==> src/pkg/npa_consts.vh <==
// Constants for the NAND pin-level host sequencer and bad-block scanner
`ifndef NPA_CONSTS_VH
`define NPA_CONSTS_VH

`define NPA_CLK_PERIOD_NS 50
`define NPA_T_STROBE_NS 50
`define NPA_T_WB_NS 100
`define NPA_STROBE_CYC ((`NPA_T_STROBE_NS + `NPA_CLK_PERIOD_NS - 1) / `NPA_CLK_PERIOD_NS)
`define NPA_WB_CYC ((`NPA_T_WB_NS + `NPA_CLK_PERIOD_NS - 1) / `NPA_CLK_PERIOD_NS)

`define NPA_OP_CMD 3'h0
`define NPA_OP_ADDR 3'h1
`define NPA_OP_WRITE 3'h2
`define NPA_OP_READ 3'h3
`define NPA_OP_WAIT 3'h4
`define NPA_OP_SCAN 3'h5

`define NPA_CMD_READ_SETUP 8'h00
`define NPA_CMD_READ_GO 8'h30
`define NPA_ADDR_CYCLES 2'h3
`define NPA_SPARE_COL_X8 12'h800
`define NPA_SPARE_COL_X16 12'h400
`define NPA_LAST_PAGE 6'h3F
`define NPA_LAST_BLOCK 10'h3FF
`define NPA_MARK_MAX_ONES 4'h3

`define NPA_FIFO_WIDTH 17
`define NPA_FIFO_DEPTH 32
`define NPA_FIFO_AW 5

`endif

==> src/verilog/npa_host.v <==
// NAND host pin sequencer with address packing and factory bad-block scan
`timescale 1ns/1ps
`default_nettype none
`include "npa_consts.vh"
module npa_host (
  input wire i_clk,
  input wire i_rst_n,
  input wire i_x16,
  input wire i_wp_release,
  input wire i_op_valid,
  output wire o_op_ready,
  input wire [2:0] i_op_code,
  input wire [7:0] i_op_byte,
  input wire [11:0] i_op_col,
  input wire [15:0] i_op_row,
  input wire [11:0] i_op_count,
  input wire i_wr_valid,
  output wire o_wr_ready,
  input wire [15:0] i_wr_data,
  output wire o_rd_valid,
  input wire i_rd_ready,
  output wire [15:0] o_rd_data,
  output wire o_rd_bad,
  output wire o_busy,
  output wire o_ce_n,
  output wire o_cle,
  output wire o_ale,
  output wire o_we_n,
  output wire o_read_strobe_n,
  output wire o_wp_n,
  input wire i_ready_busy,
  input wire [7:0] i_io_low_byte,
  output wire [7:0] o_io_low_byte,
  output wire o_io_low_byte_oe,
  input wire [7:0] i_io_high_byte,
  output wire [7:0] o_io_high_byte,
  output wire o_io_high_byte_oe
);
  localparam [8:0] S_IDLE = 9'h001;
  localparam [8:0] S_CMD = 9'h002;
  localparam [8:0] S_ADDR = 9'h004;
  localparam [8:0] S_WSTART = 9'h008;
  localparam [8:0] S_WRITE = 9'h010;
  localparam [8:0] S_RSTART = 9'h020;
  localparam [8:0] S_READ = 9'h040;
  localparam [8:0] S_WAIT = 9'h080;
  localparam [8:0] S_SCAN = 9'h100;
  localparam integer STROBE_CYC = `NPA_STROBE_CYC - 1;
  localparam integer WB_CYC = `NPA_WB_CYC - 1;
  localparam [3:0] STROBE_LEN = STROBE_CYC[3:0];
  localparam [3:0] WB_LEN = WB_CYC[3:0];

  reg [8:0] state_q;
  reg [3:0] tmr_q;
  reg half_q;
  reg [1:0] acnt_q;
  reg [11:0] cnt_q;
  reg [11:0] col_q;
  reg [15:0] row_q;
  reg scan_q;
  reg [2:0] step_q;
  reg [1:0] sub_q;
  reg [9:0] blk_q;
  reg bad_q;
  reg ce_n_q;
  reg cle_q;
  reg ale_q;
  reg we_n_q;
  reg re_n_q;
  reg wp_n_q;
  reg [15:0] dout_q;
  reg oe_lo_q;
  reg oe_hi_q;

  wire fifo_in_ready;
  wire [16:0] fifo_out;
  wire [3:0] ones [0:8];
  wire [11:0] scan_col = sub_q[0] ? (i_x16 ? `NPA_SPARE_COL_X16 : `NPA_SPARE_COL_X8)
                                   : 12'h000;
  wire [15:0] scan_row = {blk_q, sub_q[1] ? `NPA_LAST_PAGE : 6'h00};
  wire sample = (state_q == S_READ) && (tmr_q == 4'h0) && !half_q;
  wire data_push = sample && !scan_q;
  wire scan_push = (state_q == S_SCAN) && (step_q == 3'h5) && (sub_q == 2'h3) &&
                   bad_q && fifo_in_ready;

  // Marker popcount; only the low lane is examined, the marker being a byte
  genvar g;
  assign ones[0] = 4'h0;
  generate
    for (g = 0; g < 8; g = g + 1) begin : g_pop
      assign ones[g+1] = ones[g] + {3'h0, i_io_low_byte[g]};
    end
  endgenerate

  // Four address bytes; row layout is the same for both organisations
  function [7:0] addr_byte;
    input [1:0] n;
    input [11:0] col;
    input [15:0] row;
    input x16;
    begin
      case (n)
        2'h0: addr_byte = col[7:0];
        2'h1: addr_byte = x16 ? {5'h00, col[10:8]} : {4'h0, col[11:8]};
        2'h2: addr_byte = row[7:0];
        default: addr_byte = row[15:8];
      endcase
    end
  endfunction

  task finish_op;
    begin
      if (scan_q) begin
        state_q <= S_SCAN;
        step_q <= step_q + 3'h1;
      end else begin
        state_q <= S_IDLE;
        ce_n_q <= 1'b1;
      end
    end
  endtask

  task start_cmd;
    input [7:0] c;
    begin
      dout_q <= {8'h00, c};
      cle_q <= 1'b1;
      oe_lo_q <= 1'b1;
      we_n_q <= 1'b0;
      half_q <= 1'b0;
      tmr_q <= STROBE_LEN;
      state_q <= S_CMD;
    end
  endtask

  task start_addr;
    input [11:0] col;
    input [15:0] row;
    begin
      col_q <= col;
      row_q <= row;
      acnt_q <= 2'h0;
      dout_q <= {8'h00, addr_byte(2'h0, col, row, i_x16)};
      ale_q <= 1'b1;
      oe_lo_q <= 1'b1;
      we_n_q <= 1'b0;
      half_q <= 1'b0;
      tmr_q <= STROBE_LEN;
      state_q <= S_ADDR;
    end
  endtask

  always @(posedge i_clk) begin
    if (!i_rst_n) begin
      state_q <= S_IDLE;
      tmr_q <= 4'h0;
      half_q <= 1'b0;
      acnt_q <= 2'h0;
      cnt_q <= 12'h000;
      col_q <= 12'h000;
      row_q <= 16'h0000;
      scan_q <= 1'b0;
      step_q <= 3'h0;
      sub_q <= 2'h0;
      blk_q <= 10'h000;
      bad_q <= 1'b0;
      ce_n_q <= 1'b1;
      cle_q <= 1'b0;
      ale_q <= 1'b0;
      we_n_q <= 1'b1;
      re_n_q <= 1'b1;
      wp_n_q <= 1'b0;
      dout_q <= 16'h0000;
      oe_lo_q <= 1'b0;
      oe_hi_q <= 1'b0;
    end else begin
      // Protection is only lifted outside a scan so the scan can never alter the array
      // The scan's own take edge counts too, else protection lifts for one cycle
      wp_n_q <= i_wp_release && !scan_q &&
                !((state_q == S_IDLE) && i_op_valid && (i_op_code == `NPA_OP_SCAN));
      case (state_q)
        S_IDLE: begin
          if (i_op_valid) begin
            cnt_q <= i_op_count;
            ce_n_q <= 1'b0;
            case (i_op_code)
              `NPA_OP_CMD: start_cmd(i_op_byte);
              `NPA_OP_ADDR: start_addr(i_op_col, i_op_row);
              `NPA_OP_WRITE: state_q <= S_WSTART;
              `NPA_OP_READ: state_q <= S_RSTART;
              `NPA_OP_WAIT: begin
                tmr_q <= WB_LEN;
                state_q <= S_WAIT;
              end
              `NPA_OP_SCAN: begin
                scan_q <= 1'b1;
                blk_q <= 10'h000;
                sub_q <= 2'h0;
                step_q <= 3'h0;
                bad_q <= 1'b0;
                state_q <= S_SCAN;
              end
              default: ce_n_q <= 1'b1;
            endcase
          end
        end
        S_CMD, S_ADDR, S_WRITE: begin
          if (tmr_q != 4'h0) begin
            tmr_q <= tmr_q - 4'h1;
          end else if (!half_q) begin
            we_n_q <= 1'b1;
            half_q <= 1'b1;
            tmr_q <= STROBE_LEN;
          end else if (state_q == S_ADDR && acnt_q != `NPA_ADDR_CYCLES) begin
            acnt_q <= acnt_q + 2'h1;
            dout_q <= {8'h00, addr_byte(acnt_q + 2'h1, col_q, row_q, i_x16)};
            we_n_q <= 1'b0;
            half_q <= 1'b0;
            tmr_q <= STROBE_LEN;
          end else begin
            cle_q <= 1'b0;
            ale_q <= 1'b0;
            oe_lo_q <= 1'b0;
            oe_hi_q <= 1'b0;
            if (state_q == S_WRITE) begin
              cnt_q <= cnt_q - 12'h001;
              state_q <= S_WSTART;
            end else begin
              finish_op;
            end
          end
        end
        S_WSTART: begin
          if (cnt_q == 12'h000) begin
            finish_op;
          end else if (i_wr_valid) begin
            dout_q <= i_x16 ? i_wr_data : {8'h00, i_wr_data[7:0]};
            oe_lo_q <= 1'b1;
            oe_hi_q <= i_x16;
            we_n_q <= 1'b0;
            half_q <= 1'b0;
            tmr_q <= STROBE_LEN;
            state_q <= S_WRITE;
          end
        end
        S_RSTART: begin
          // Outside a scan, starting a word only with FIFO room means the sample can never be dropped
          if (cnt_q == 12'h000) begin
            finish_op;
          end else if (fifo_in_ready || scan_q) begin
            re_n_q <= 1'b0;
            half_q <= 1'b0;
            tmr_q <= STROBE_LEN;
            state_q <= S_READ;
          end
        end
        S_READ: begin
          if (tmr_q != 4'h0) begin
            tmr_q <= tmr_q - 4'h1;
          end else if (!half_q) begin
            re_n_q <= 1'b1;
            half_q <= 1'b1;
            tmr_q <= STROBE_LEN;
            if (scan_q && ones[8] <= `NPA_MARK_MAX_ONES) begin
              bad_q <= 1'b1;
            end
          end else begin
            cnt_q <= cnt_q - 12'h001;
            state_q <= S_RSTART;
          end
        end
        S_WAIT: begin
          if (tmr_q != 4'h0) begin
            tmr_q <= tmr_q - 4'h1;
          end else if (i_ready_busy) begin
            finish_op;
          end
        end
        S_SCAN: begin
          case (step_q)
            3'h0: start_cmd(`NPA_CMD_READ_SETUP);
            3'h1: start_addr(scan_col, scan_row);
            3'h2: start_cmd(`NPA_CMD_READ_GO);
            3'h3: begin
              tmr_q <= WB_LEN;
              state_q <= S_WAIT;
            end
            3'h4: begin
              cnt_q <= 12'h001;
              state_q <= S_RSTART;
            end
            3'h5: begin
              if (sub_q != 2'h3) begin
                sub_q <= sub_q + 2'h1;
                step_q <= 3'h0;
              end else if (!bad_q || fifo_in_ready) begin
                bad_q <= 1'b0;
                sub_q <= 2'h0;
                step_q <= 3'h0;
                if (blk_q == `NPA_LAST_BLOCK) begin
                  scan_q <= 1'b0;
                  ce_n_q <= 1'b1;
                  state_q <= S_IDLE;
                end else begin
                  blk_q <= blk_q + 10'h001;
                end
              end
            end
            default: state_q <= S_IDLE;
          endcase
        end
        default: state_q <= S_IDLE;
      endcase
    end
  end

  npa_fifo #(
    .W(`NPA_FIFO_WIDTH),
    .D(`NPA_FIFO_DEPTH),
    .AW(`NPA_FIFO_AW)
  ) u_fifo (
    .i_clk(i_clk),
    .i_rst_n(i_rst_n),
    .i_in_valid(data_push || scan_push),
    .o_in_ready(fifo_in_ready),
    .i_in_data(scan_push ? {1'b1, 6'h00, blk_q}
                         : {1'b0, (i_x16 ? i_io_high_byte : 8'h00), i_io_low_byte}),
    .o_out_valid(o_rd_valid),
    .i_out_ready(i_rd_ready),
    .o_out_data(fifo_out)
  );

  assign o_op_ready = (state_q == S_IDLE);
  assign o_wr_ready = (state_q == S_WSTART) && (cnt_q != 12'h000);
  assign o_rd_data = fifo_out[15:0];
  assign o_rd_bad = fifo_out[16];
  assign o_busy = (state_q != S_IDLE);
  assign o_ce_n = ce_n_q;
  assign o_cle = cle_q;
  assign o_ale = ale_q;
  assign o_we_n = we_n_q;
  assign o_read_strobe_n = re_n_q;
  assign o_wp_n = wp_n_q;
  assign o_io_low_byte = dout_q[7:0];
  assign o_io_low_byte_oe = oe_lo_q;
  assign o_io_high_byte = dout_q[15:8];
  assign o_io_high_byte_oe = oe_hi_q;
endmodule // npa_host
`default_nettype wire

==> src/verilog/npa_fifo.v <==
// Parameterised first-word-fall-through FIFO with registered read data
`timescale 1ns/1ps
`default_nettype none
module npa_fifo #(
  parameter W = 17,
  parameter D = 32,
  parameter AW = 5
) (
  input wire i_clk,
  input wire i_rst_n,
  input wire i_in_valid,
  output wire o_in_ready,
  input wire [W-1:0] i_in_data,
  output wire o_out_valid,
  input wire i_out_ready,
  output wire [W-1:0] o_out_data
);
  reg [W-1:0] mem_q [0:D-1];
  reg [AW:0] wp_q;
  reg [AW:0] rp_q;
  reg [W-1:0] out_q;
  reg out_valid_q;
  wire mem_full = (wp_q[AW] != rp_q[AW]) && (wp_q[AW-1:0] == rp_q[AW-1:0]);
  wire mem_empty = (wp_q == rp_q);
  wire push = i_in_valid && !mem_full;
  wire load = !mem_empty && (!out_valid_q || i_out_ready);

  assign o_in_ready = !mem_full;
  assign o_out_valid = out_valid_q;
  assign o_out_data = out_q;

  always @(posedge i_clk) begin
    if (push) begin
      mem_q[wp_q[AW-1:0]] <= i_in_data;
    end
  end

  always @(posedge i_clk) begin
    if (!i_rst_n) begin
      wp_q <= {(AW+1){1'b0}};
      rp_q <= {(AW+1){1'b0}};
      out_q <= {W{1'b0}};
      out_valid_q <= 1'b0;
    end else begin
      if (push) begin
        wp_q <= wp_q + 1'b1;
      end
      if (load) begin
        out_q <= mem_q[rp_q[AW-1:0]];
        out_valid_q <= 1'b1;
        rp_q <= rp_q + 1'b1;
      end else if (i_out_ready) begin
        out_valid_q <= 1'b0;
      end
    end
  end
endmodule // npa_fifo
`default_nettype wire

==> config.mk <==
export PLATFORM = sky130hd
export DESIGN_NAME = npa_host
export DESIGN_NICKNAME = d
export VERILOG_FILES = /design/src/verilog/npa_host.v /design/src/verilog/npa_fifo.v
export VERILOG_INCLUDE_DIRS = /design/src /design/src/pkg
export SDC_FILE = /design/constraint.sdc
export NUM_CORES = 1
export LEC_CHECK = 0
export ABC_AREA = 0
export BUFFER_PORTS_ARGS = -buffer_cell sky130_fd_sc_hd__buf_4
export CELL_PAD_IN_SITES_DETAIL_PLACEMENT = 0
export CELL_PAD_IN_SITES_GLOBAL_PLACEMENT = 1
export CORE_UTILIZATION = 54
export CTS_BUF_LIST = sky130_fd_sc_hd__clkbuf_4 sky130_fd_sc_hd__clkbuf_8
export CTS_CLUSTER_DIAMETER = 100
export DETAILED_ROUTE_END_ITERATION = 8
export MAX_ROUTING_LAYER = met4
export PLACE_DENSITY = 0.83
export SYNTH_ARGS = -nofsm -noshare
export SYNTH_HDL_FRONTEND = slang
export SYNTH_SLANG_ARGS = --single-unit
==> constraint.sdc <==
create_clock -name i_clk -period 4.3 [get_ports i_clk]
set_input_delay 0.86 -clock i_clk [delete_from_list [all_inputs] [get_ports i_clk]]
set_output_delay 0.86 -clock i_clk [all_outputs]
set_load 0.02 [all_outputs]
==> results of run 1 <==
==> metal layers <==
layer	GRT usage [%]	share of wire, %	vias to the layer above
met5	-	0	-
met4	9.98	3.6	0
met3	6.23	8.6	132
met2	38.6	46	791
met1	36.4	42	8242
li1	-	-	7270
==> cell families after synthesis <==
kind of cell	share of synthesized area (%)
xor+xnor	0.881
buf+inv	2.08
simple gates	7.08
compound gates	5.51
fa+ha+maj	1.34
mux	15.3
flops	67.8
==> state kept, by name, indices dropped and copies added, names as in the netlist, 2 cells and up <==
name and flops:
sub_q 2, u_fifo.rp_q 6, u_fifo.o_out_data 17, dout_q 16
col_q 12, u_fifo.mem_q 544, tmr_q 4, cnt_q 12
blk_q 10, acnt_q 2, state_q 9, u_fifo.wp_q 6
step_q 3, row_q 16
==> critical path, cell delays in order (launching register included) <==
cell,delay [ns]
dfxtp_1,0.43
or4_4,0.59
or4_1,0.84
inv_2,0.27
buf_4,0.18
==> cell type report <==
| type | count | area share (%) |
|---|---|---|
| sequential | 671 | 58.8 |
| multi-input combinational | 904 | 26.5 |
| clock buffer | 153 | 5.80 |
| timing repair buffer | 204 | 4.84 |
| tap | 672 | 2.62 |
| clock inverter | 40 | 1.00 |
| inverter | 42 | 0.491 |
| antenna | 1 | 0.00779 |
==> stage by stage <==
step	power [mW]	utilization [%]	worst slack, ns
6_report	15.4	63.6	0.428
3_5_place_dp	10.0	59.3	0.713
3_3_place_gp	9.96	59.3	0.878
4_1_cts	15.5	63.6	0.404
5_1_grt	16.0	63.6	0.297
2_1_floorplan	9.16	-	0.865
==> layout by cell type, fill, tap and decap left out, drive strengths merged, types with 7 or more instances in the layout <==
cell,instances
a211oi,19
a21oi,71
a311oi,13
a31oi,7
and3,13
buf,204
clkbuf,153
clkinv,29
dfxtp,127
edfxtp,544
ha,25
inv,49
mux2,15
mux2i,26
mux4,170
nand2,83
nand2b,13
nand3,55
nand3b,9
nand4,16
nor2,121
nor3,30
nor4,11
o21a,9
o21ai,62
xnor2,11
xor2,17
==> power breakdown <==
group	internal [mW]	switching, mW	total [mW]	leakage, nW
Combinational	1.07	1.48	2.55	3.48
Sequential	7.18	0.147	7.33	5.93
Clock	3.00	2.49	5.49	1.16
==> how the worst max path moves through the flow <==
stage	to	depth (start not counted)	from
after global routing	o_op_ready	4	state_q[4]$_SDFFE_PN0P_
final	o_op_ready	4	state_q[4]$_SDFFE_PN0P_
after global placement	u_fifo.mem_q[11][15]$_DFFE_PP_	7	state_q[1]$_SDFFE_PN0P_
after detailed placement	u_fifo.mem_q[27][15]$_DFFE_PP_	7	state_q[1]$_SDFFE_PN0P_
after CTS	o_op_ready	4	state_q[4]$_SDFFE_PN0P_
after floorplan	u_fifo.mem_q[0][3]$_DFFE_PP_	7	state_q[4]$_SDFFE_PN0P_
==> qor.csv, run 1 <==
stage;metric;value;unit
clocking;clock root buffer;clkbuf_8;
sta;period utilization;90.0;%
synthesis;Post-synth top cells;544 x edfxtp_1, 170 x mux4_2, 127 x dfxtp_1, 121 x nor2_1, 83 x nand2_1;
die;die height;229;um
die;Starting Density;55.1;%
clocking;H-tree levels;3;
clocking;deepest clock path buffer count;3;
global_route;largest net degree at the start of global routing;73;
sta;Max transition margin;8.77;%
worst_setup_path;startpoint types;flip-flop;
sta;post-route minimum period;3.87;ns
sta;setup_tns;0;ns
clocking;clk sinks;671;
finish;filler cell count;3586;
die;I/O Pins;136;
finish;Nets;2048;
worst_setup_path;Crit Path Class;flip-flop to output port;
detailed_routing;DRC;0;
die;number of core rows;82;
synthesis;asr flop ratio synth;0;%
placement;Placed Instance Area;29900;um2
sta;worst slew pin tran;1.37;ns
worst_setup_path;r2r setup slk;0.60;ns
placement;global placement routability congestion;0.939;
worst_setup_path;Critical Path AT;3.01;ns
clocking;CTS hold repair buffers;0;
clocking;Clock Latency Late Sink;0.74;ns
clocking;clock slew at reported path FFs;0.06;ns
clocking;CTS tree;built;
worst_setup_path;Crit Path Max Fanout;16;
detailed_routing;Detailed Route Iter0 Violations;1616;
finish;footprint of the multi-input gates;8500;um2
sta;Worst Skew;0.0575;ns
synthesis;Post-synth EDFFs;544;
synthesis;Synthesized Nets;1843;
hold_path;worst hold path startpoint;i_wr_data[10];
die;die area;52500;um2
global_route;first-pass GRT wire length;99.6;mm
synthesis;most frequent cell after synthesis;edfxtp_1;
clocking;total CTS buffers;106;
sta;Hold Fails Final Rpt;0;
synthesis;top-area cell type share of the netlist area;58.7;%
die;Core ar.;50500;um2
synthesis;Seq/Total Area, Yosys;67.8;%
sta;f_max;258;MHz
run;max cap viols;0;
pwr;Worst IR Drop VDD;354;uV
pwr;Power per Cell Area;478;nW/um2
synthesis;Mean Syn Cell Area;16.1;um2
synthesis;Gate Count Post-Synth;1724;
hold_path;Hold EP;dout_q[10]$_SDFFE_PN0P_;
worst_setup_path;R2R depth;7;
hold_path;worst hold path depth;3;
sta;final setup fails;0;
global_route;gr usage total;26.5;%
global_route;grt ovf;0;
sta;hold_ws;0.420;ns
hold_path;worst hold-check path type;input pin to flip-flop;
finish;post-route design area;32100;um2
detailed_routing;antenna viol nets, final;0;
outcome;status;complete, no violations;
synthesis;Synth area leaders;edfxtp_1 59%, mux4_2 14%, dfxtp_1 9.1%, nor2_1 1.6%, a21oi_1 1.3%;
sta;fin. max-slew vios;0;
synthesis;Primary FF master, synth;edfxtp_1;
worst_setup_path;WP data required;3.44;ns
worst_setup_path;worst r2r dst;u_fifo.mem_q[3][1]$_DFFE_PP_;
sta;RSZ-0062 raised after global routing;no;
placement;# port buffers;135;
finish;layout cells sized above 1;31.0;%
worst_setup_path;Crit. End Element;output port;
detailed_routing;via/cell ratio;6.12;
synthesis;Cell variety after synth;75;
placement;Post-Place Cells;2493;
detailed_routing;router iterations before antenna repair;5;
pwr;P_leak;10.6;nW
synthesis;area leader, netlist;edfxtp_1;
finish;Finished Layout Cells;2687;
detailed_routing;mean routed wirelength per cell;24.7;um
global_route;vias in the first global route;16200;
clocking;setup bufs post-CTS;0;
synthesis;synthesized area;27800;um2
finish;Layout area overhead;15.4;%
detailed_routing;via count;16400;
worst_setup_path;FF-to-FF Start;state_q[1]$_SDFFE_PN0P_;
placement;DPL Wire Length;43.4;mm
finish;flip-flop and latch area;18900;um2
clocking;# resized after CTS;0;
synthesis;synthesis-stage register bit count;671;
detailed_routing;final wirelength;66.4;mm
global_route;antenna violations before repair;1;
synthesis;yosys warns;0;
die;Die X-Extent;229;um
No activity file was read; power rests on OpenSTA's default activity.
==> inputs of run 2 (changes only) <==
==> constraint.sdc (replaced) <==
create_clock -name i_clk -period 4.3 [get_ports i_clk]
set_input_delay 0.86 -clock i_clk [delete_from_list [all_inputs] [get_ports i_clk]]
set_output_delay 0.86 -clock i_clk [all_outputs]
set_load 0.01 [all_outputs]
==> run 2 against run 1 <==
Compared with the run above: worst setup slack gained 0.041 ns; die area unchanged; highest routed layer unchanged; largest cell class unchanged; non-clock buffer count unchanged; power down 1.3%; count of clock-buffer cells in the layout is 4 lower; register-to-register slack improved by 0.09 ns; combinational power shrank 4%.
==> qor.csv, run 2 (same netlist as run 1, synthesis figures left out) <==
stage;metric;value;unit;change
outcome;status;complete, no violations;;
worst_setup_path;critical path's top delay family;simple AND/OR/NAND/NOR gates;;
clocking;# resized after CTS;0;;unchanged
sta;Hold Fails Final Rpt;0;;unchanged
detailed_routing;mean routed wirelength per cell;24.6;um;-0.28%
hold_path;worst hold-check path type;input pin to flip-flop;;
global_route;grt ovf;0;;unchanged
hold_path;worst hold path depth;3;;unchanged
finish;Final Core Density;63.6;%;-0.087 points
finish;Layout area overhead;15.3;%;
sta;Max transition margin;7.72;%;-1.1 points
clocking;CTS hold repair buffers;0;;unchanged
worst_setup_path;Crit Path Max Fanout;16;;unchanged
finish;max FFs per register;544;;unchanged
sta;Worst Skew;0.0518;ns;-0.00572 ns
sta;hold_ws;0.416;ns;-0.00377 ns
pwr;Worst IR Drop VDD;389;uV;+9.7%
global_route;largest net degree at the start of global routing;73;;unchanged
clocking;setup bufs post-CTS;0;;unchanged
pwr;Power Internal;11.2;mW;-0.81%
finish;most frequent cells in the layout;544 x edfxtp_1, 202 x buf_4, 170 x mux4_2;;
pwr;part of the power in registers;48.3;%;+0.6 points
detailed_routing;antenna viol nets, final;0;;unchanged
worst_setup_path;cells along the critical path;or4_4, or4_1, inv_2, buf_4;;
pwr;Combinational Power Share;16.2;%;-0.4 points
finish;commonest non-fill, non-tap cell in the layout;edfxtp_1;;
clocking;clock root buffer;clkbuf_8;;
die;Core ar.;50500;um2;unchanged
pwr;Sw Ratio;26.4;%;-0.35 points
clocking;Clock Latency Late Sink;0.71;ns;-0.03 ns
worst_setup_path;R2R depth;7;;unchanged
die;Starting Density;55.1;%;unchanged
placement;DP Worst Slack;0.764;ns;+0.0506 ns
finish;layout cells sized above 1;30.8;%;-0.17 points
run;max cap viols;0;;unchanged
clocking;clk sinks;671;;unchanged
die;die height;229;um;unchanged
placement;# port buffers;135;;unchanged
clocking;H-tree levels;3;;unchanged
worst_setup_path;Worst Path Buf+Inv;2;;unchanged
global_route;gr usage total;26.2;%;-0.24 points
sta;fin. max-slew vios;0;;unchanged
global_route;first-pass GRT wire length;99.2;mm;-0.40%
sta;final setup fails;0;;unchanged
global_route;vias in the first global route;16100;;-0.85%
sta;RSZ-0062 raised after global routing;no;;
worst_setup_path;Critical Path AT;2.97;ns;-0.04 ns
sta;worst slew pin tran;1.38;ns;+0.0158 ns
detailed_routing;router iterations before antenna repair;5;;unchanged
sta;setup_tns;0;ns;unchanged
die;I/O Pins;136;;unchanged
worst_setup_path;Crit Path Class;flip-flop to output port;;
clocking;total CTS buffers;104;;-1.9%
sta;PnR worst setup slack;0.469;ns;+0.0407 ns
hold_path;Hold EP;dout_q[15]$_SDFFE_PN0P_;;
detailed_routing;via/cell ratio;6.13;;+0.20%
worst_setup_path;Crit. End Element;output port;;
clocking;clock slew at reported path FFs;0.06;ns;about the same
worst_setup_path;r2r setup slk;0.69;ns;+0.09 ns
worst_setup_path;WP data required;3.44;ns;about the same
clocking;CTS tree;built;;
die;number of core rows;82;;unchanged
pwr;Psw;4.01;mW;-2.6%
sta;f_max;261;MHz;+1.1%
detailed_routing;Detailed Route Iter0 Violations;1724;;+6.7%
die;Die X-Extent;229;um;unchanged
global_route;antenna violations before repair;1;;unchanged
placement;global placement routability congestion;0.939;;about the same
sta;post-route minimum period;3.83;ns;-0.0407 ns
detailed_routing;final wirelength;66.2;mm;-0.36%
die;die area;52500;um2;unchanged
sta;period utilization;89.1;%;-0.95 points
pwr;Power per Cell Area;473;nW/um2;-1.1%
detailed_routing;DRC;0;;unchanged
worst_setup_path;startpoint types;flip-flop;;
pwr;Clk network pwr share;35.4;%;-0.3 points
pwr;P_leak;10.5;nW;-0.26%
detailed_routing;via count;16500;;+0.12%
worst_setup_path;Critical-path top delay cell;or4_1;;
worst_setup_path;worst r2r dst;u_fifo.mem_q[19][12]$_DFFE_PP_;;
worst_setup_path;FF-to-FF Start;state_q[1]$_SDFFE_PN0P_;;
placement;DPL Wire Length;43.2;mm;-0.48%
finish;Nets;2046;;-0.098%
worst_setup_path;Max stage delay on crit path;0.84;ns;about the same
clocking;deepest clock path buffer count;3;;unchanged
hold_path;worst hold path startpoint;i_wr_data[15];;
finish;filler cell count;3568;;-0.50%
## run 2: cell types whose count changed in the layout (fill, tap and decap cells not counted), sizes merged
cell,delta
inv,-6
clkinv,+8
clkbuf,-4
## run 2: power by group through the flow
stage	clock network, mW	logic [mW]	registers, mW
detailed placement	0	2.46	7.46
global route	5.73	2.66	7.35
CTS	5.47	2.47	7.33
finish	5.38	2.46	7.33
floorplan	0	1.63	7.45
global placement	0	2.42	7.46
## run 2: final cells by class
cell class | count | area [um2] | area share (%)
diodes | 1 | 2.50 | 0.00780
clock buffers | 149 | 1810 | 5.63
clock inverters | 42 | 333 | 1.04
inverters | 42 | 158 | 0.491
multi-input cells | 904 | 8500 | 26.5
flip-flops and latches | 671 | 18900 | 58.9
well taps | 672 | 841 | 2.62
repair buffers | 204 | 1560 | 4.85
## run 2: tightest hold or removal path, cell delays in order
cell and delay (ns):
buf_4 0.11, nand3_1 0.05, a21oi_1 0.06
## run 2: per-stage QoR
step                      power [mW]  instances  cell area, um2
after global routing            15.7       2685           32100
after global placement          9.88       2493           29900
after floorplan                 9.08       1724           27800
after detailed placement        9.92       2493           29900
after CTS                       15.3       2684           32100
final                           15.2       2685           32100
## run 2: metal layers
layer / GRT usage (%) / wire length (um) / up-vias
li1: - / - / 7258
met5: - / 0 / -
met3: 5.05 / 5540 / 120
met1: 37.1 / 27900 / 8257
met4: 8.75 / 2080 / 0
met2: 38.6 / 30700 / 820
## run 2: how the worst max path moves through the flow
stage | start | to | slack, ns | cells past startpoint
global placement | state_q[1]$_SDFFE_PN0P_ | u_fifo.mem_q[27][11]$_DFFE_PP_ | 0.87 | 7
detailed placement | state_q[1]$_SDFFE_PN0P_ | u_fifo.mem_q[7][1]$_DFFE_PP_ | 0.76 | 7
global route | state_q[4]$_SDFFE_PN0P_ | o_op_ready | 0.37 | 4
CTS | state_q[4]$_SDFFE_PN0P_ | o_op_ready | 0.46 | 4
floorplan | state_q[4]$_SDFFE_PN0P_ | u_fifo.mem_q[0][3]$_DFFE_PP_ | 0.87 | 7
finish | state_q[4]$_SDFFE_PN0P_ | o_op_ready | 0.47 | 4
==> inputs of run 3 (changes only) <==
Settings changed: CELL_PAD_IN_SITES_DETAIL_PLACEMENT 0 to default, CELL_PAD_IN_SITES_GLOBAL_PLACEMENT 1 to default, CORE_UTILIZATION 54 to 55, PLACE_DENSITY 0.83 to 0.74.
==> run 3 against run 2 <==
Compared with the run above: maximum frequency shrank 2.6%; non-clock buffer count shrank 11; hold slack better by 0.021 ns; flip-flop and latch count is the same; sequential power is essentially flat; critical endpoint unchanged.
==> qor.csv, run 3 (same netlist as run 1, synthesis figures left out) <==
stage;metric;value;unit;change
pwr;Worst IR Drop VDD;337;uV;-13%
worst_setup_path;Crit Path Class;flip-flop to output port;;
clocking;setup bufs post-CTS;0;;unchanged
placement;# port buffers;135;;unchanged
clocking;CTS hold repair buffers;0;;unchanged
sta;worst slew pin tran;1.32;ns;-0.0681 ns
clocking;total CTS buffers;104;;unchanged
pwr;Sw Ratio;26.4;%;-0.057 points
clocking;Clock Latency Late Sink;0.71;ns;about the same
pwr;Clk network pwr share;35.0;%;-0.4 points
run;max cap viols;0;;unchanged
pwr;Power per Cell Area;472;nW/um2;-0.21%
die;die area;51500;um2;-1.8%
clocking;H-tree levels;3;;unchanged
detailed_routing;via/cell ratio;6.22;;+1.6%
hold_path;worst hold path depth;3;;unchanged
finish;Final Core Density;63.9;%;+0.30 points
hold_path;Hold EP;dout_q[9]$_SDFFE_PN0P_;;
finish;max FFs per register;544;;unchanged
outcome;status;complete, no violations;;
global_route;vias in the first global route;16200;;+1.2%
worst_setup_path;Max stage delay on crit path;0.85;ns;about the same
pwr;Combinational Power Share;16.4;%;+0.2 points
sta;fin. max-slew vios;0;;unchanged
worst_setup_path;Critical Path AT;3.07;ns;+0.10 ns
pwr;P_leak;10.5;nW;-0.85%
worst_setup_path;Crit Path Max Fanout;16;;unchanged
placement;global placement routability congestion;0.934;;-0.54%
worst_setup_path;Worst Path Buf+Inv;2;;unchanged
detailed_routing;via count;16600;;+1.1%
worst_setup_path;WP data required;3.44;ns;about the same
sta;f_max;254;MHz;-2.6%
clocking;deepest clock path buffer count;3;;unchanged
finish;most frequent cells in the layout;544 x edfxtp_1, 190 x buf_4, 170 x mux4_2;;
pwr;Tot Pwr;15.1;mW;-0.55%
worst_setup_path;worst r2r dst;u_fifo.mem_q[29][4]$_DFFE_PP_;;
sta;period utilization;91.4;%;+2.3 points
placement;DPL Wire Length;42.8;mm;-0.81%
die;Core ar.;50100;um2;-0.81%
worst_setup_path;Critical-path top delay cell;or4_1;;
finish;layout cells sized above 1;30.1;%;-0.67 points
worst_setup_path;Crit. End Element;output port;;
sta;Worst Skew;0.0289;ns;-0.0229 ns
sta;setup_tns;0;ns;unchanged
sta;RSZ-0062 raised after global routing;no;;
sta;Hold Fails Final Rpt;0;;unchanged
pwr;Power Internal;11.1;mW;-0.47%
clocking;clock root buffer;clkbuf_8;;
sta;Max transition margin;12.3;%;+4.5 points
worst_setup_path;cells along the critical path;or4_4, or4_1, inv_2, buf_4;;
sta;post-route minimum period;3.93;ns;+0.101 ns
finish;commonest non-fill, non-tap cell in the layout;edfxtp_1;;
detailed_routing;Detailed Route Iter0 Violations;1736;;+0.70%
worst_setup_path;critical path's top delay family;simple AND/OR/NAND/NOR gates;;
finish;Layout area overhead;14.9;%;
clocking;clk sinks;671;;unchanged
detailed_routing;DRC;0;;unchanged
clocking;CTS tree;built;;
detailed_routing;mean routed wirelength per cell;25.2;um;+2.2%
worst_setup_path;FF-to-FF Start;state_q[1]$_SDFFE_PN0P_;;
worst_setup_path;startpoint types;flip-flop;;
sta;final setup fails;0;;unchanged
global_route;grt ovf;0;;unchanged
global_route;first-pass GRT wire length;100;mm;+0.81%
global_route;largest net degree at the start of global routing;141;;+93%
worst_setup_path;r2r setup slk;0.49;ns;-0.20 ns
detailed_routing;antenna viol nets, final;0;;unchanged
die;I/O Pins;136;;unchanged
hold_path;worst hold-check path type;input pin to flip-flop;;
die;number of core rows;82;;unchanged
die;Starting Density;55.6;%;+0.45 points
clocking;# resized after CTS;0;;unchanged
global_route;gr usage total;27.6;%;+1.3 points
detailed_routing;final wirelength;67.3;mm;+1.7%
pwr;part of the power in registers;48.6;%;+0.3 points
finish;Nets;2035;;-0.54%
detailed_routing;router iterations before antenna repair;5;;unchanged
clocking;clock slew at reported path FFs;0.06;ns;about the same
sta;hold_ws;0.437;ns;+0.0205 ns
worst_setup_path;R2R depth;7;;unchanged
global_route;antenna violations before repair;4;;+3
pwr;Psw;3.98;mW;-0.76%
die;Die X-Extent;227;um;-0.91%
die;die height;227;um;-0.91%
hold_path;worst hold path startpoint;i_wr_data[9];;
## run 3: changes by cell type in the layout (fill, tap and decap cells not counted), moves of 2 or more
cell	previous run	this run
clkinv_2	13	6
clkinv_8	3	1
clkbuf_4	39	37
o21ai_2	5	3
clkbuf_8	110	113
diode_2	1	3
o21ai_4	0	2
buf_4	202	190
clkinv_1	20	24
## run 3: how the worst max path moves through the flow
stage	from	to	slack (ns)	cells after the start
2_1_floorplan	state_q[4]$_SDFFE_PN0P_	u_fifo.mem_q[0][3]$_DFFE_PP_	0.87	7
3_3_place_gp	state_q[1]$_SDFFE_PN0P_	u_fifo.mem_q[29][9]$_DFFE_PP_	0.72	7
3_5_place_dp	state_q[1]$_SDFFE_PN0P_	u_fifo.mem_q[29][9]$_DFFE_PP_	0.58	7
4_1_cts	state_q[4]$_SDFFE_PN0P_	o_op_ready	0.36	4
5_1_grt	state_q[1]$_SDFFE_PN0P_	u_fifo.mem_q[29][4]$_DFFE_PP_	0.28	7
6_report	state_q[4]$_SDFFE_PN0P_	o_op_ready	0.37	4
## run 3: tightest hold or removal path, cell delays in order
cell and delay (ns):
buf_4 0.10, nand3_1 0.05, a21oi_1 0.06
## run 3: cell type report
class,count,area [um2]
Sequential cell,671,18900
Fill cell,3537,18100
Multi-Input combinational cell,904,8520
Clock buffer,150,1830
Timing Repair Buffer,193,1490
Tap cell,672,841
Clock inverter,37,245
Inverter,42,158
Antenna cell,3,7.51
## run 3: per-stage QoR
step	cells	cell area [um2]	worst slack (ns)
after global routing	2672	32000	0.281
after detailed placement	2482	29900	0.580
after global placement	2482	29900	0.718
final	2672	32000	0.368
after CTS	2669	32000	0.359
after floorplan	1724	27800	0.865
## run 3: power groups by stage
stage	Sequential (mW)	Clock (mW)	Combinational, mW
after floorplan	7.45	0	1.63
after global placement	7.45	0	2.40
after detailed placement	7.46	0	2.45
after CTS	7.32	5.39	2.46
after global routing	7.34	5.65	2.67
final	7.33	5.28	2.48
## run 3: metal layers
layer | GRT usage (%) | up-vias | part of all wire (%)
met5 | - | - | 0
met4 | 8.83 | 0 | 2.9
met3 | 5.55 | 131 | 8.7
met2 | 41.8 | 784 | 47
met1 | 37.9 | 8473 | 41
li1 | - | 7245 | -
